## src/npc_pkg.sv

```systemverilog
`default_nettype none
package npc_pkg;
    // Register byte offsets on the AXI4-Lite slave
    localparam logic [7:0] NPC_CTRL_OFS = 8'h00;
    localparam logic [7:0] NPC_STATUS_OFS = 8'h04;
    localparam logic [7:0] NPC_INT_STATUS_OFS = 8'h08;
    localparam logic [7:0] NPC_INT_MASK_OFS = 8'h0c;
    localparam logic [7:0] NPC_MSG_COUNT_OFS = 8'h10;
    localparam logic [7:0] NPC_LAST_MSG_OFS = 8'h14;

    // Field positions
    localparam int NPC_CTRL_MSG_EN_BIT = 0;
    localparam int NPC_ST_NPH_LSB = 0;
    localparam int NPC_ST_NPD_LSB = 2;
    localparam int NPC_ST_LINK_BIT = 4;
    localparam int NPC_ST_BUSY_BIT = 5;
    localparam int NPC_EV_MSG_BIT = 0;
    localparam int NPC_EV_NPH_ZERO_BIT = 1;
    localparam int NPC_EV_NPD_ZERO_BIT = 2;
    localparam int NPC_EV_LINK_DOWN_BIT = 3;
    localparam int NPC_EV_W = 4;

    // Values after reset
    localparam logic [31:0] NPC_CTRL_RST = 32'h0000_0001;
    localparam logic [NPC_EV_W-1:0] NPC_INT_MASK_RST = 4'h0;
    localparam logic [15:0] NPC_MSG_COUNT_RST = 16'h0000;

    // Credit indicator codes
    localparam logic [1:0] NPC_CRED_NONE = 2'h0;
    localparam logic [1:0] NPC_CRED_MANY = 2'h3;
    localparam logic [11:0] NPC_CRED_SAT = 12'h003;

    // AXI responses
    localparam logic [1:0] NPC_RESP_OKAY = 2'h0;
    localparam logic [1:0] NPC_RESP_SLVERR = 2'h2;

    // Message lookup: per type, cycles of strobe minus one (2 bits, 32 types)
    localparam logic [63:0] NPC_LEN_LUT_DEFAULT = {16{4'h4}};

    typedef enum logic [1:0] {
        NPC_IDLE = 2'b00,
        NPC_SEND = 2'b01,
        NPC_GAP = 2'b10
    } npc_ser_state_type;

    // Saturating 2-bit credit code
    function automatic logic [1:0] npc_cred_enc(input logic [11:0] n);
        npc_cred_enc = (n >= NPC_CRED_SAT) ? NPC_CRED_MANY : n[1:0];
    endfunction : npc_cred_enc
endpackage : npc_pkg
`default_nettype wire

```

## src/npc_msg_if.sv

```systemverilog
`default_nettype none
interface npc_msg_if;
    logic in_valid;
    logic in_ready;
    logic [4:0] in_type;
    logic [31:0] in_params;
    logic enable;
    logic out_strobe;
    logic [4:0] out_type;
    logic [7:0] out_data;
    logic done;
    logic busy;

    modport ctl (
        output in_valid, in_type, in_params, enable,
        input in_ready, out_strobe, out_type, out_data, done, busy
    );
    modport ser (
        input in_valid, in_type, in_params, enable,
        output in_ready, out_strobe, out_type, out_data, done, busy
    );
endinterface : npc_msg_if
`default_nettype wire

```

## src/npc_msg_ser.sv

```systemverilog
`default_nettype none
module npc_msg_ser
    import npc_pkg::*;
#(
    parameter logic [63:0] LEN_LUT = NPC_LEN_LUT_DEFAULT
) (
    input wire logic ref_clk,
    input wire logic nrst,
    npc_msg_if.ser mi
);
    npc_ser_state_type state_reg, state_next;
    logic [1:0] idx_reg;
    logic [1:0] last_reg;
    logic [4:0] type_reg;
    logic [7:0] data_reg;
    logic [23:0] rest_reg;
    logic [5:0] lut_pos;
    logic take;
    logic at_last;

    // Handshake and lookup decode
    assign mi.in_ready = (state_reg == NPC_IDLE) && mi.enable;
    assign take = mi.in_valid && mi.in_ready;
    assign lut_pos = {mi.in_type, 1'b0};
    assign at_last = (idx_reg == last_reg);
    assign mi.out_strobe = (state_reg == NPC_SEND);
    assign mi.out_type = type_reg;
    assign mi.out_data = data_reg;
    assign mi.done = mi.out_strobe && at_last;
    assign mi.busy = (state_reg != NPC_IDLE);

    // Sequencer; the gap state forces the strobe low between messages
    always_comb begin
        state_next = state_reg;
        case (state_reg)
            NPC_IDLE: if (take) state_next = NPC_SEND;
            NPC_SEND: if (at_last) state_next = NPC_GAP;
            NPC_GAP: state_next = NPC_IDLE;
            default: state_next = NPC_IDLE;
        endcase
    end

    always_ff @(posedge ref_clk) begin
        if (!nrst) state_reg <= NPC_IDLE;
        else state_reg <= state_next;
    end

    // Byte shifter: byte 0 goes out first, type and data cleared after the last
    always_ff @(posedge ref_clk) begin
        if (!nrst) begin
            idx_reg <= 2'h0;
            last_reg <= 2'h0;
            type_reg <= 5'h00;
            data_reg <= 8'h00;
            rest_reg <= 24'h00_0000;
        end else if (take) begin
            idx_reg <= 2'h0;
            last_reg <= LEN_LUT[lut_pos +: 2];
            type_reg <= mi.in_type;
            data_reg <= mi.in_params[7:0];
            rest_reg <= mi.in_params[31:8];
        end else if (mi.out_strobe) begin
            if (at_last) begin
                type_reg <= 5'h00;
                data_reg <= 8'h00;
            end else begin
                idx_reg <= idx_reg + 2'h1;
                data_reg <= rest_reg[7:0];
                rest_reg <= {8'h00, rest_reg[23:8]};
            end
        end
    end

    property p_gap;
        @(posedge ref_clk) disable iff (!nrst)
        mi.done |=> !mi.out_strobe ##1 !mi.out_strobe;
    endproperty
    a_gap: assert property (p_gap) else $error("no gap after message");

    property p_data_quiet;
        @(posedge ref_clk) disable iff (!nrst)
        !mi.out_strobe |-> (mi.out_data == 8'h00) && (mi.out_type == 5'h00);
    endproperty
    a_data_quiet: assert property (p_data_quiet) else $error("data outside strobe");

    property p_type_stable;
        @(posedge ref_clk) disable iff (!nrst)
        mi.out_strobe && $past(mi.out_strobe) |-> $stable(mi.out_type);
    endproperty
    a_type_stable: assert property (p_type_stable) else $error("type moved in msg");

    property p_len;
        @(posedge ref_clk) disable iff (!nrst)
        take ##1 (LEN_LUT[{type_reg, 1'b0} +: 2] == 2'h0) |-> mi.done;
    endproperty
    a_len: assert property (p_len) else $error("one-cycle message too long");

    property p_enable;
        @(posedge ref_clk) disable iff (!nrst)
        $rose(mi.out_strobe) |-> $past(mi.enable);
    endproperty
    a_enable: assert property (p_enable) else $error("message while disabled");
endmodule : npc_msg_ser
`default_nettype wire

```

## src/npc_status.sv

```systemverilog
// Added by the designer: the AXI4-Lite register port and the register offsets.
`default_nettype none
module npc_status
    import npc_pkg::*;
#(
    parameter logic RX_MSG_IF_EN = 1'b1,
    parameter logic [63:0] MSG_LEN_LUT = NPC_LEN_LUT_DEFAULT
) (
    input wire logic ref_clk,
    input wire logic nrst,
    input wire logic link_up,
    input wire logic [7:0] np_hdr_credits,
    input wire logic [11:0] np_pld_credits,
    input wire logic rx_msg_valid,
    output logic rx_msg_ready,
    input wire logic [4:0] rx_msg_type,
    input wire logic [31:0] rx_msg_params,
    output logic [1:0] np_header_credit_avail,
    output logic [1:0] np_payload_credit_avail,
    output logic msg_received,
    output logic [4:0] msg_received_type,
    output logic [7:0] msg_received_data,
    output logic irq,
    input wire logic [7:0] s_axi_awaddr,
    input wire logic s_axi_awvalid,
    output logic s_axi_awready,
    input wire logic [31:0] s_axi_wdata,
    input wire logic [3:0] s_axi_wstrb,
    input wire logic s_axi_wvalid,
    output logic s_axi_wready,
    output logic [1:0] s_axi_bresp,
    output logic s_axi_bvalid,
    input wire logic s_axi_bready,
    input wire logic [7:0] s_axi_araddr,
    input wire logic s_axi_arvalid,
    output logic s_axi_arready,
    output logic [31:0] s_axi_rdata,
    output logic [1:0] s_axi_rresp,
    output logic s_axi_rvalid,
    input wire logic s_axi_rready
);
    npc_msg_if mi ();

    logic [31:0] ctrl_reg;
    logic [NPC_EV_W-1:0] int_status_reg, int_status_next;
    logic [NPC_EV_W-1:0] int_mask_reg;
    logic [15:0] msg_count_reg;
    logic [4:0] last_type_reg;
    logic [1:0] nph_s1_reg, npd_s1_reg;
    logic [1:0] nph_reg, npd_reg;
    logic link_up_d_reg;
    logic aw_held_reg, w_held_reg;
    logic [7:0] aw_addr_reg;
    logic [31:0] w_data_reg;
    logic [3:0] w_strb_reg;
    logic bvalid_reg, rvalid_reg;
    logic [1:0] bresp_reg, rresp_reg;
    logic [31:0] rdata_reg;

    logic msg_en;
    logic do_write, rd_take;
    logic wr_hit, rd_hit;
    logic wr_ctrl, wr_mask;
    logic rd_clr;
    logic [31:0] wmask;
    logic [31:0] rd_mux;
    logic [31:0] status_word;
    logic [NPC_EV_W-1:0] events;

    // Message path; build option and software enable both gate it
    assign msg_en = RX_MSG_IF_EN && ctrl_reg[NPC_CTRL_MSG_EN_BIT];
    assign mi.enable = msg_en;
    assign mi.in_valid = rx_msg_valid;
    assign mi.in_type = rx_msg_type;
    assign mi.in_params = rx_msg_params;
    // Disabled path swallows messages so the decoder never stalls
    assign rx_msg_ready = msg_en ? mi.in_ready : 1'b1;
    assign msg_received = mi.out_strobe;
    assign msg_received_type = mi.out_type;
    assign msg_received_data = mi.out_data;

    npc_msg_ser #(
        .LEN_LUT(MSG_LEN_LUT)
    ) u_ser (
        .ref_clk(ref_clk),
        .nrst(nrst),
        .mi(mi)
    );

    // Two-stage credit pipeline; the lag is what hides the last two cycles
    always_ff @(posedge ref_clk) begin
        if (!nrst) begin
            nph_s1_reg <= NPC_CRED_NONE;
            npd_s1_reg <= NPC_CRED_NONE;
            nph_reg <= NPC_CRED_NONE;
            npd_reg <= NPC_CRED_NONE;
        end else begin
            nph_s1_reg <= link_up ? npc_cred_enc({4'h0, np_hdr_credits}) : NPC_CRED_NONE;
            npd_s1_reg <= link_up ? npc_cred_enc(np_pld_credits) : NPC_CRED_NONE;
            nph_reg <= link_up ? nph_s1_reg : NPC_CRED_NONE;
            npd_reg <= link_up ? npd_s1_reg : NPC_CRED_NONE;
        end
    end

    assign np_header_credit_avail = nph_reg;
    assign np_payload_credit_avail = npd_reg;

    // Interrupt sources
    always_ff @(posedge ref_clk) begin
        if (!nrst) link_up_d_reg <= 1'b0;
        else link_up_d_reg <= link_up;
    end

    assign events[NPC_EV_MSG_BIT] = mi.done;
    assign events[NPC_EV_NPH_ZERO_BIT] = link_up && (nph_s1_reg == NPC_CRED_NONE)
        && (nph_reg != NPC_CRED_NONE);
    assign events[NPC_EV_NPD_ZERO_BIT] = link_up && (npd_s1_reg == NPC_CRED_NONE)
        && (npd_reg != NPC_CRED_NONE);
    assign events[NPC_EV_LINK_DOWN_BIT] = link_up_d_reg && !link_up;

    // Read of status clears it, but an event in that cycle still lands
    assign rd_clr = rd_take && (s_axi_araddr == NPC_INT_STATUS_OFS);
    assign int_status_next = (rd_clr ? {NPC_EV_W{1'b0}} : int_status_reg) | events;
    assign irq = |(int_status_reg & int_mask_reg);

    // AXI write channel: address and data are caught independently
    assign s_axi_awready = !aw_held_reg;
    assign s_axi_wready = !w_held_reg;
    assign do_write = aw_held_reg && w_held_reg && !bvalid_reg;
    assign wmask = {{8{w_strb_reg[3]}}, {8{w_strb_reg[2]}}, {8{w_strb_reg[1]}},
        {8{w_strb_reg[0]}}};
    assign wr_ctrl = (aw_addr_reg == NPC_CTRL_OFS);
    assign wr_mask = (aw_addr_reg == NPC_INT_MASK_OFS);
    // Read-only registers accept a write silently
    assign wr_hit = wr_ctrl || wr_mask || (aw_addr_reg == NPC_STATUS_OFS)
        || (aw_addr_reg == NPC_INT_STATUS_OFS) || (aw_addr_reg == NPC_MSG_COUNT_OFS)
        || (aw_addr_reg == NPC_LAST_MSG_OFS);
    assign s_axi_bvalid = bvalid_reg;
    assign s_axi_bresp = bresp_reg;

    always_ff @(posedge ref_clk) begin
        if (!nrst) begin
            aw_held_reg <= 1'b0;
            aw_addr_reg <= 8'h00;
        end else if (s_axi_awvalid && s_axi_awready) begin
            aw_held_reg <= 1'b1;
            aw_addr_reg <= s_axi_awaddr;
        end else if (do_write) begin
            aw_held_reg <= 1'b0;
        end
    end

    always_ff @(posedge ref_clk) begin
        if (!nrst) begin
            w_held_reg <= 1'b0;
            w_data_reg <= 32'h0000_0000;
            w_strb_reg <= 4'h0;
        end else if (s_axi_wvalid && s_axi_wready) begin
            w_held_reg <= 1'b1;
            w_data_reg <= s_axi_wdata;
            w_strb_reg <= s_axi_wstrb;
        end else if (do_write) begin
            w_held_reg <= 1'b0;
        end
    end

    always_ff @(posedge ref_clk) begin
        if (!nrst) begin
            bvalid_reg <= 1'b0;
            bresp_reg <= NPC_RESP_OKAY;
        end else if (do_write) begin
            bvalid_reg <= 1'b1;
            bresp_reg <= wr_hit ? NPC_RESP_OKAY : NPC_RESP_SLVERR;
        end else if (s_axi_bready) begin
            bvalid_reg <= 1'b0;
        end
    end

    // Writable registers; only bit 0 of control has meaning
    always_ff @(posedge ref_clk) begin
        if (!nrst) begin
            ctrl_reg <= NPC_CTRL_RST;
            int_mask_reg <= NPC_INT_MASK_RST;
        end else if (do_write && wr_ctrl) begin
            ctrl_reg <= ((ctrl_reg & ~wmask) | (w_data_reg & wmask)) & NPC_CTRL_RST;
        end else if (do_write && wr_mask) begin
            int_mask_reg <= (int_mask_reg & ~wmask[NPC_EV_W-1:0])
                | (w_data_reg[NPC_EV_W-1:0] & wmask[NPC_EV_W-1:0]);
        end
    end

    // Block state seen by software
    always_ff @(posedge ref_clk) begin
        if (!nrst) begin
            int_status_reg <= {NPC_EV_W{1'b0}};
            msg_count_reg <= NPC_MSG_COUNT_RST;
            last_type_reg <= 5'h00;
        end else begin
            int_status_reg <= int_status_next;
            if (mi.done) begin
                msg_count_reg <= msg_count_reg + 16'h0001;
                last_type_reg <= mi.out_type;
            end
        end
    end

    // AXI read channel: one outstanding read, answer one cycle after address
    assign s_axi_arready = !rvalid_reg;
    assign rd_take = s_axi_arvalid && s_axi_arready;
    assign status_word = {26'h00_0000, mi.busy, link_up, npd_reg, nph_reg};

    always_comb begin
        rd_hit = 1'b1;
        if (s_axi_araddr == NPC_CTRL_OFS) begin
            rd_mux = ctrl_reg;
        end else if (s_axi_araddr == NPC_STATUS_OFS) begin
            rd_mux = status_word;
        end else if (s_axi_araddr == NPC_INT_STATUS_OFS) begin
            rd_mux = {28'h000_0000, int_status_reg};
        end else if (s_axi_araddr == NPC_INT_MASK_OFS) begin
            rd_mux = {28'h000_0000, int_mask_reg};
        end else if (s_axi_araddr == NPC_MSG_COUNT_OFS) begin
            rd_mux = {16'h0000, msg_count_reg};
        end else if (s_axi_araddr == NPC_LAST_MSG_OFS) begin
            rd_mux = {27'h00_0000, last_type_reg};
        end else begin
            rd_mux = 32'h0000_0000;
            rd_hit = 1'b0;
        end
    end

    always_ff @(posedge ref_clk) begin
        if (!nrst) begin
            rvalid_reg <= 1'b0;
            rdata_reg <= 32'h0000_0000;
            rresp_reg <= NPC_RESP_OKAY;
        end else if (rd_take) begin
            rvalid_reg <= 1'b1;
            rdata_reg <= rd_mux;
            rresp_reg <= rd_hit ? NPC_RESP_OKAY : NPC_RESP_SLVERR;
        end else if (s_axi_rready) begin
            rvalid_reg <= 1'b0;
        end
    end

    assign s_axi_rvalid = rvalid_reg;
    assign s_axi_rdata = rdata_reg;
    assign s_axi_rresp = rresp_reg;

    property p_nph_code;
        @(posedge ref_clk) disable iff (!nrst)
        $past(nrst, 2) && link_up && $past(link_up) && $past(link_up, 2)
            |-> nph_reg == npc_cred_enc({4'h0, $past(np_hdr_credits, 2)});
    endproperty
    a_nph_code: assert property (p_nph_code) else $error("header code wrong");

    property p_npd_code;
        @(posedge ref_clk) disable iff (!nrst)
        $past(nrst, 2) && link_up && $past(link_up) && $past(link_up, 2)
            |-> npd_reg == npc_cred_enc($past(np_pld_credits, 2));
    endproperty
    a_npd_code: assert property (p_npd_code) else $error("payload code wrong");

    property p_nph_lag;
        @(posedge ref_clk) disable iff (!nrst)
        link_up && $past(link_up) && (np_hdr_credits == 8'h00)
            ##1 link_up && (np_hdr_credits == 8'h00)
            ##1 link_up |-> np_header_credit_avail == NPC_CRED_NONE;
    endproperty
    a_nph_lag: assert property (p_nph_lag) else $error("header lag over two");

    property p_npd_lag;
        @(posedge ref_clk) disable iff (!nrst)
        link_up && (np_pld_credits >= NPC_CRED_SAT) ##1 link_up ##1 link_up
            |-> np_payload_credit_avail == NPC_CRED_MANY;
    endproperty
    a_npd_lag: assert property (p_npd_lag) else $error("payload lag over two");

    property p_down;
        @(posedge ref_clk) disable iff (!nrst)
        !link_up |=> (nph_reg == NPC_CRED_NONE) && (npd_reg == NPC_CRED_NONE);
    endproperty
    a_down: assert property (p_down) else $error("credit shown while link down");

    property p_irq;
        @(posedge ref_clk) disable iff (!nrst)
        mi.done && int_mask_reg[NPC_EV_MSG_BIT] |=> irq;
    endproperty
    a_irq: assert property (p_irq) else $error("message event did not interrupt");
endmodule : npc_status
`default_nettype wire

```

## config.mk

```make
export PLATFORM = sky130hd
export DESIGN_NAME = npc_status
export DESIGN_NICKNAME = d
export VERILOG_FILES = /design/src/npc_pkg.sv /design/src/npc_msg_if.sv /design/src/npc_msg_ser.sv /design/src/npc_status.sv
export SDC_FILE = /design/constraint.sdc
export NUM_CORES = 1
export LEC_CHECK = 0
export BUFFER_PORTS_ARGS = -buffer_cell sky130_fd_sc_hd__buf_4
export CAP_MARGIN = 20
export CORE_MARGIN = 2
export CORE_UTILIZATION = 45
export CTS_CLUSTER_SIZE = 25
export DETAILED_ROUTE_END_ITERATION = 10
export MAX_ROUTING_LAYER = met4
export PLACE_DENSITY = 0.84
export SETUP_SLACK_MARGIN = 0.1
export SLEW_MARGIN = 40
export SYNTH_ARGS = -nofsm -noshare
export SYNTH_HDL_FRONTEND = slang
export SYNTH_HIERARCHICAL = 1
export SYNTH_SLANG_ARGS = --single-unit
```

## constraint.sdc

```tcl
create_clock -name ref_clk -period 2 [get_ports ref_clk]
set_input_delay 0.1 -clock ref_clk [delete_from_list [all_inputs] [get_ports ref_clk]]
set_output_delay 0.1 -clock ref_clk [all_outputs]
set_load 0.02 [all_outputs]
```

# After elaboration in Yosys (flattened, before gate mapping)

Index checks and enable logic that the tools add are counted.

Output and inout bits: 61
Register bits: 135
Input port bits: 118
Word-level logic and storage cells: 144

Reduce and logical (&&, ||, !) cells: 48
Order comparisons: 2
Eq/ne operators: 15
Multiplexer cells: 37
Bitwise operators: 13
Shift operators: 1
$add $sub $neg: 2

Operators by type and width:

| operator                                                           | number |
|---|---|
| two-way mux 16 bit                                                 | 5 |
| two-way mux 24 bit                                                 | 3 |
| indexed part select 64 x 7 -> 2 bit, first input constant          | 1 |
| equality test 8 x 4 -> 1 bit, second input constant                | 4 |
| equality test 8 x 5 -> 1 bit, second input constant                | 4 |
| two-way mux 8 bit                                                  | 3 |
| two-way mux 5 bit                                                  | 4 |
| nonzero test 2 bit                                                 | 9 |
| adder 16 x 1 -> 16 bit, second input constant                      | 1 |
| equality test 8 x 3 -> 1 bit, second input constant                | 2 |
| logical AND 1 bit                                                  | 16 |
| zero test 8 bit                                                    | 2 |
| two-way mux 1 bit                                                  | 14 |
| AND 4 bit                                                          | 3 |
| greater-or-equal comparator 12 x 2 -> 1 bit, second input constant | 1 |
| two-way mux 2 bit                                                  | 6 |
| AND reduction 2 bit                                                | 6 |
| greater-or-equal comparator 8 x 2 -> 1 bit, second input constant  | 1 |
| OR 4 bit                                                           | 2 |
| zero test 2 bit                                                    | 3 |
| zero test 1 bit                                                    | 5 |
| logical OR 1 bit                                                   | 5 |
| two-way mux 4 bit                                                  | 1 |
| != test 2 x 1 -> 1 bit, second input constant                      | 2 |
| 11 further kinds                                                   | 15 |

# Longest topological paths before layout

Gate-level depths: netlist of the first run.

Depth in word-level cells: 8
Gate-level depth with buffers: 9
Mapped depth without buffers: 7

# Modules after synthesis

The synthesis of the first run kept the hierarchy.

By module, submodules not included:

| module      | cells each | seq. area each (um^2) | times used | area each (um^2) |
|---|---|---|---|---|
| npc_status  | 379        | 1481.4                | 1          | 3289.4 |
| npc_msg_ser | 213        | 840.8                 | 1          | 1700.4 |

# Worst setup path after synthesis of the first run

Ideal clock, no wire load.

Path type: flip-flop to flip-flop
Start point: register u_ser.state_reg[0]
End point: register msg_count_reg[14]
Slack: -0.224 ns
Period minus slack after synthesis: 2.224 ns
Stages on the path, launching flop included: 10
Library setup time: 0.070 ns
Data required time: 1.930 ns
Data arrival time: 2.154 ns
Buffers on the path: 2
Cells stage by stage: dfxtp_1 -> nor2b_1 -> buf_2 -> nand3b_1 -> inv_1 -> and4_1 -> buf_2 -> nand2_1 -> or4_1 -> a21oi_1

Cells in the longest elaborated chain, start to end: 2

Ends and longest elaborated chain:

| item                         | RTL line          | RTL |
|---|---|---|
| from (decl)                  | npc_msg_ser.sv:11 | `npc_ser_state_type state_reg, state_next;` |
| from (signal assigned)       | npc_msg_ser.sv:45 | `else state_reg <= state_next;` |
| equality test 2 x 1 -> 1 bit | npc_msg_ser.sv:26 | `assign mi.out_strobe = (state_reg == NPC_SEND);` |
| net msg_received             | npc_status.sv:20  | `output logic msg_received,` |
| logical AND 1 bit            | npc_msg_ser.sv:29 | `assign mi.done = mi.out_strobe && at_last;` |
| net mi.done                  | npc_msg_if.sv:11  | `logic done;` |
| to (signal assigned)         | npc_status.sv:201 | `msg_count_reg <= msg_count_reg + 16'h0001;` |
| to (decl)                    | npc_status.sv:47  | `logic [15:0] msg_count_reg;` |

The timed path passes the listed nets, and every way through them passes these cells.
A chain may end at the register's enable or synchronous reset.

# Final worst setup path of the first run

Start point: register u_ser.state_reg[1]
End point: register u_ser.rest_reg[1]

Cells in the longest elaborated chain, start to end: 5
Elaborated cells on any way between the ends: 8
Those cells by class: eq/ne: 2; mux: 1; reduce/logical: 5

Ends and longest elaborated chain:

| item                                                                          | RTL line          | RTL |
|---|---|---|
| zero test 2 bit                                                               | npc_msg_ser.sv:22 | `assign mi.in_ready = (state_reg == NPC_IDLE) && mi.enable;` |
| logical AND 1 bit                                                             | npc_msg_ser.sv:22 |  |
| logical AND 1 bit                                                             | npc_msg_ser.sv:23 | `assign take = mi.in_valid && mi.in_ready;` |
| != test 2 x 1 -> 1 bit (no source line) or nonzero test 2 bit (tied branches) | --                |  |
| AND reduction 2 bit (no source line)                                          | --                |  |
| to (signal assigned)                                                          | npc_msg_ser.sv:61 | `rest_reg <= mi.in_params[31:8];` |
| to (signal assigned)                                                          | npc_msg_ser.sv:69 | `rest_reg <= {8'h00, rest_reg[23:8]};` |
| to (decl)                                                                     | npc_msg_ser.sv:16 | `logic [23:0] rest_reg;` |

Parallel ways exist; a longest one is shown, timed or not.

==> results of run 1 <==
layer usage:
metal | GRT usage (%) | wire (um) | vias up
met4 | 16.6 | 803 | 0
met2 | 47.9 | 8690 | 344
li1 | - | - | 2448
met3 | 6.82 | 1190 | 94
met1 | 29.9 | 6270 | 2555
met5 | - | 0 | -
power breakdown:
part,internal [mW],switching [mW]
combinational,0.425,0.466
sequential,2.43,0.0976
clock,2.02,1.02
total,4.87,1.59
cell usage after synthesis, types with 3 or more instances:
cell type	count	share of area (%)
o21ai_0	24	2.4
nor3_1	10	1.0
dfxtp_1	116	47
a21oi_1	77	7.7
clkbuf_1	22	1.7
buf_4	19	2.9
nor2_1	65	4.9
buf_1	5	0.38
and3_1	8	1.0
nor2b_1	8	1.0
a22oi_1	18	2.7
buf_2	8	0.80
nand2b_1	11	1.4
nand3_1	27	2.7
xor2_1	6	1.1
mux2i_1	22	4.4
or4_4	3	0.68
nand4_1	7	0.88
nand2_1	60	4.5
or3_1	4	0.50
nor4_1	5	0.63
a211oi_1	3	0.45
inv_1	11	0.83
xnor2_1	7	1.2
o221ai_1	8	1.4
per-stage QoR:
stage / cells / power, mW / hold slack [ns] / setup WS [ns] / instance area [um2]
after detailed placement: 834 / 3.25 / 0.318 / 0.160 / 6010
after global placement: 834 / 3.22 / 0.312 / 0.217 / 6010
after floorplan: 609 / 2.97 / 0.216 / 0.0783 / 5080
after CTS: 944 / 6.39 / 0.00127 / 0.128 / 7410
after global routing: 944 / 6.65 / 0.0687 / 0.0556 / 7480
final: 944 / 6.46 / 0.0437 / 0.121 / 7480
final timing paths:
kind | startpoint | cells after the start | endpoint
worst max register to register | u_ser/state_reg[1]$_SDFFE_PN0P_ | 6 | u_ser/rest_reg[1]$_SDFFE_PN0P_
worst max-delay path | u_ser/state_reg[1]$_SDFFE_PN0P_ | 6 | u_ser/rest_reg[1]$_SDFFE_PN0P_
worst min-delay path | s_axi_araddr[4] | 3 | s_axi_rresp[1]$_SDFFE_PN0P_
worst min register to register | u_ser/rest_reg[3]$_SDFFE_PN0P_ | 2 | u_ser/rest_reg[3]$_SDFFE_PN0P_
cell type report:
type	instances	area, um2	share of cell area, %
multi-input combinational	425	2440	32.7
inverter	12	45.0	0.602
timing repair buffer	220	1890	25.2
sequential	116	2330	31.1
tap	140	175	2.34
clock buffer	23	477	6.37
clock inverter	8	124	1.66
worst max-delay path, delay by kind of cell, from the launching register on:
kind	cells	cell delay, ns
flip-flops	1	0.36
AO/OA/AOI/OAI	2	0.19
AND/OR/NAND/NOR	2	0.38
buffers and inverters	2	0.82
kinds of logic after synthesis:
| group | Yosys count | synth area share, % |
|---|---|---|
| AOI/OAI and AO/OA | 146 | 17.2 |
| and+or+nand+nor | 225 | 22.1 |
| other | 1 | 0.0752 |
| muxes | 22 | 4.41 |
| DFF | 116 | 46.5 |
| buffers and inverters | 68 | 7.12 |
| xor gates and xnor gates | 13 | 2.28 |
| adders and majority gates | 1 | 0.251 |
timing repair:
item,in CTS,in global routing
gates cloned,0,1
buffers inserted,0,1
hold endpoints to repair,69,0
setup endpoints to repair,1,19
pin swaps,0,5
hold buffers,79,0
resized for setup,1,16
==> flow_summary_export.csv, run 1 <==
group,metric,value,unit
route,antenna_left,0,
floorplanning,ios,179,
logic_synthesis,yosysWarnings,6,
placed_design,io_buffers,129,
timing,rsz0062_at_grt,"no",
layout,final_common_cell,"buf_4",
route,routed_via_density,5.76,
worst_setup_path,worstSetupPathType,"reg -> reg",
placed_design,hpwl,9.35,mm
logic_synthesis,ys_types,54,
clock_tree,cts_buffers,17,
timing,post-route-period-util,94.0,%
layout,final_cell_mix,"140 x buf_4, 112 x dfxtp_1, 77 x a21oi_1, 77 x dlygate4sd3_1, 64 x nor2_1",
clock_tree,clock_sinks,116,
worst_setup_path,cp-start-kind,"flip-flop",
route,num_vias,5441,
floorplanning,fp.dieH,109,um
timing,worst_pin_slew,0.691,ns
timing,fmax,0.532,GHz
floorplanning,initial_utilization,46.0,%
route,firstDrtPassIters,7,
timing,finalSetupViolCount,0,
grt,antenna_found_initial,0,
grt,grt_usage,28.2,%
logic_synthesis,synth_area,0.00499,mm2
grt,grt-ovfl-total,0,
grt,grt_pass1_wl,25.2,mm
floorplanning,core,0.0108,mm2
layout,final_core_util,69.0,%
clock_tree,clk_pin_slew_worst_paths,0.05,ns
power_and_ir_drop,cellPowerDensity,864,mW/mm2
clock_tree,cts_tree,"built",
timing,clock_skew,0.0111,ns
logic_synthesis,ys_ff_latch,116,
timing,min_period,1.88,ns
layout,syn_to_final_growth,49.9,%
logic_synthesis,seq_area_frac_synth,46.5,%
layout,largest_register_ff_count,24,
worst_hold_path,hp-class,"in -> reg",
floorplanning,die_x,109,um
grt,grt_max_degree,41,
floorplanning,rows,38,
route,first_iter_violations,507,
layout,finalNetCount,911,
route,routed_wl,16.9,mm
timing,slew_headroom,53.8,%
layout,antennaDiodeCount,0,
floorplanning,die_area,0.0119,mm2
worst_setup_path,worst_path_largest_cell_delay,0.62,ns
layout,fillers,754,
route,drc,0,
worst_setup_path,path_cells,"nor2_2 > nand3_2 > buf_12 > o21ai_0 > dlygate4sd3_1 > a21oi_1",
grt,first_global_vias,5365,
power_and_ir_drop,peakVddDrop,0.000530,V
timing,slew_viol_final,0,
logic_synthesis,async_reset_ff_share,0,%
layout,final_layout_size_suffix_gt1_share,23.9,%
run_status,status,"completed",
worst_setup_path,crit_slowest_cell,"dlygate4sd3_1",
clock_tree,insertion_delay,0.51,ns
clock_tree,clock-root-buffer,"clkbuf_8",
placed_design,gp_congestion,0.896,
worst_setup_path,critPathRequiredTime,2.38,ns
logic_synthesis,netlist_instances,592,
timing,setup_tns,0,ns
power_and_ir_drop,cellLeakagePower,3.11,nW
logic_synthesis,syn_area_per_cell,8.43,um2
worst_setup_path,end_kind,"flip-flop",
worst_setup_path,r2r_setup_slack,0.12,ns
logic_synthesis,synth_edf_count,0,
clock_tree,htreeDepth,4,
worst_setup_path,cp.arrival,2.26,ns
timing,hold_viol_final,0,
job,drv_cap,0,
clock_tree,cts_max_path_buffers,2,
worst_setup_path,path_max_fanout,20,
route,wl_per_cell,18.0,um
logic_synthesis,ys.flop_type,"dfxtp_1",
Note: power is estimated with default switching activity, not from simulation.
==> inputs of run 2 (changes only) <==
- clock period: 2 -> 1.6 ns (I/O delays scaled with it)
==> flow_summary_export.csv, run 2 (synthesis gave the netlist of run 1 again) <==
group,metric,value,unit
worst_setup_path,cp.arrival,2.30,ns
grt,grt-ovfl-total,0,
route,drc,0,
worst_setup_path,cp_top_family,"simple AND/OR/NAND/NOR gates",
clock_tree,cts_max_path_buffers,2,
power_and_ir_drop,peakVddDrop,0.000837,V
grt,grt_max_degree,42,
clock_tree,clock-root-buffer,"clkbuf_8",
placed_design,place_area,0.00624,mm2
worst_setup_path,cp-start-kind,"flip-flop",
floorplanning,ios,179,
grt,antenna_found_initial,0,
layout,largest_register_ff_count,24,
placed_design,hpwl,9.43,mm
timing,min_period,1.83,ns
layout,finalNetCount,943,
route,num_vias,5903,
power_and_ir_drop,cellPowerDensity,994,mW/mm2
job,drv_cap,0,
clock_tree,htreeDepth,4,
placed_design,dp_slack,-0.228,ns
worst_setup_path,end_kind,"flip-flop",
route,wl_per_cell,20.4,um
timing,slew_viol_final,0,
clock_tree,insertion_delay,0.53,ns
grt,grt_usage,29.9,%
worst_setup_path,worst_path_largest_cell_delay,0.48,ns
grt,first_global_vias,5497,
route,routed_via_density,6.04,
floorplanning,die_x,109,um
worst_setup_path,path_max_fanout,3,
timing,slew_headroom,60.4,%
layout,final_core_util,74.8,%
worst_setup_path,path_cells,"xnor2_2 > nand3b_1 > inv_2 > and4_4 > nand2_4 > or4_1 > a21oi_1",
clock_tree,cts_buffers,17,
timing,rsz0062_at_grt,"yes",
run_status,status,"finished, violations left",
clock_tree,clk_pin_slew_worst_paths,0.07,ns
power_and_ir_drop,cellLeakagePower,3.42,nW
clock_tree,cts_tree,"built",
route,antenna_left,0,
power_and_ir_drop,finalPower,8.06,mW
layout,finalNonFillerCells,977,
timing,worst_pin_slew,0.594,ns
layout,final_layout_size_suffix_gt1_share,35.1,%
worst_hold_path,hp-class,"in -> reg",
worst_setup_path,path_buf_inv,1,
worst_setup_path,critPathRequiredTime,2.07,ns
floorplanning,initial_utilization,46.0,%
placed_design,dpl.cell_count,857,
timing,clock_skew,0.00854,ns
timing,fmax,0.545,GHz
layout,final_common_cell,"buf_4",
clock_tree,clock_sinks,116,
timing,finalSetupViolCount,30,
timing,hold_viol_final,0,
placed_design,gp_congestion,0.868,
placed_design,io_buffers,129,
worst_setup_path,crit_slowest_cell,"or4_1",
layout,final_cell_mix,"161 x buf_4, 110 x dfxtp_1, 70 x dlygate4sd3_1",
layout,syn_to_final_growth,62.4,%
route,routed_wl,19.9,mm
grt,grt_pass1_wl,27.0,mm
floorplanning,fp.dieH,109,um
route,first_iter_violations,751,
floorplanning,core,0.0108,mm2
run_status,violations,"negative setup slack",
layout,antennaDiodeCount,0,
worst_setup_path,worstSetupPathType,"reg -> reg",
timing,fin_hold_ws,0.117,ns
timing,fin_ws,-0.235,ns
floorplanning,rows,38,
layout,fin_area,0.00810,mm2
floorplanning,die_area,0.0119,mm2
timing,post-route-period-util,115,%
timing,setup_tns,-3.08,ns
route,firstDrtPassIters,6,
[run 2: path summary, 6_finish.rpt]
kind	from	end	slack, ns	cells past startpoint
max	u_ser/last_reg[0]$_SDFFE_PN0P_	msg_count_reg[12]$_SDFFE_PN0P_	-0.23	7
min	s_axi_araddr[6]	int_status_reg[3]$_SDFF_PN0_	0.12	5
min reg2reg	u_ser/rest_reg[3]$_SDFFE_PN0P_	u_ser/mi.out_data[3]$_SDFFE_PN0P_	0.47	2
max reg2reg	u_ser/last_reg[0]$_SDFFE_PN0P_	msg_count_reg[12]$_SDFFE_PN0P_	-0.23	7
[run 2: area by class of cell]
type,count,area (um2)
clock buffers,17,414
clock inverters,15,135
fillers,656,2740
inverters,12,45.0
multi-input cells,425,2770
flip-flops and latches,116,2330
well taps,140,175
repair buffers,252,2240
[run 2: layer usage]
metal | vias up | part of all wire, % | GRT usage [%] | wire, um
met5 | - | 0 | - | 0
met4 | 0 | 6.9 | 14.0 | 1370
met3 | 172 | 9.3 | 6.16 | 1860
met2 | 472 | 49 | 51.8 | 9760
met1 | 2740 | 35 | 33.0 | 6900
li1 | 2519 | - | - | -
[run 2: worst reg2reg max path, cell delays in order, from the launching register on]
cell and delay, ns:
dfxtp_2 0.34, xnor2_2 0.19, nand3b_1 0.17, inv_2 0.13, and4_4 0.25, nand2_4 0.06, or4_1 0.48, a21oi_1 0.16
[run 2: timing repair]
| action | 4_1_cts | 5_1_grt |
|---|---|---|
| gates cloned | 1 | 4 |
| setup buffers | 9 | 7 |
| pin swaps | 19 | 20 |
| endpoints found under the hold margin | 70 | 0 |
| gates resized for setup | 40 | 57 |
| setup endpoints to repair | 38 | 86 |
| hold buffers | 70 | 0 |
[run 2: where the power goes]
group	total, mW	internal, mW	switching, mW
Sequential	3.16	3.03	0.125
Combinational	1.30	0.621	0.679
Clock	3.60	1.97	1.63
Total	8.06	5.63	2.43
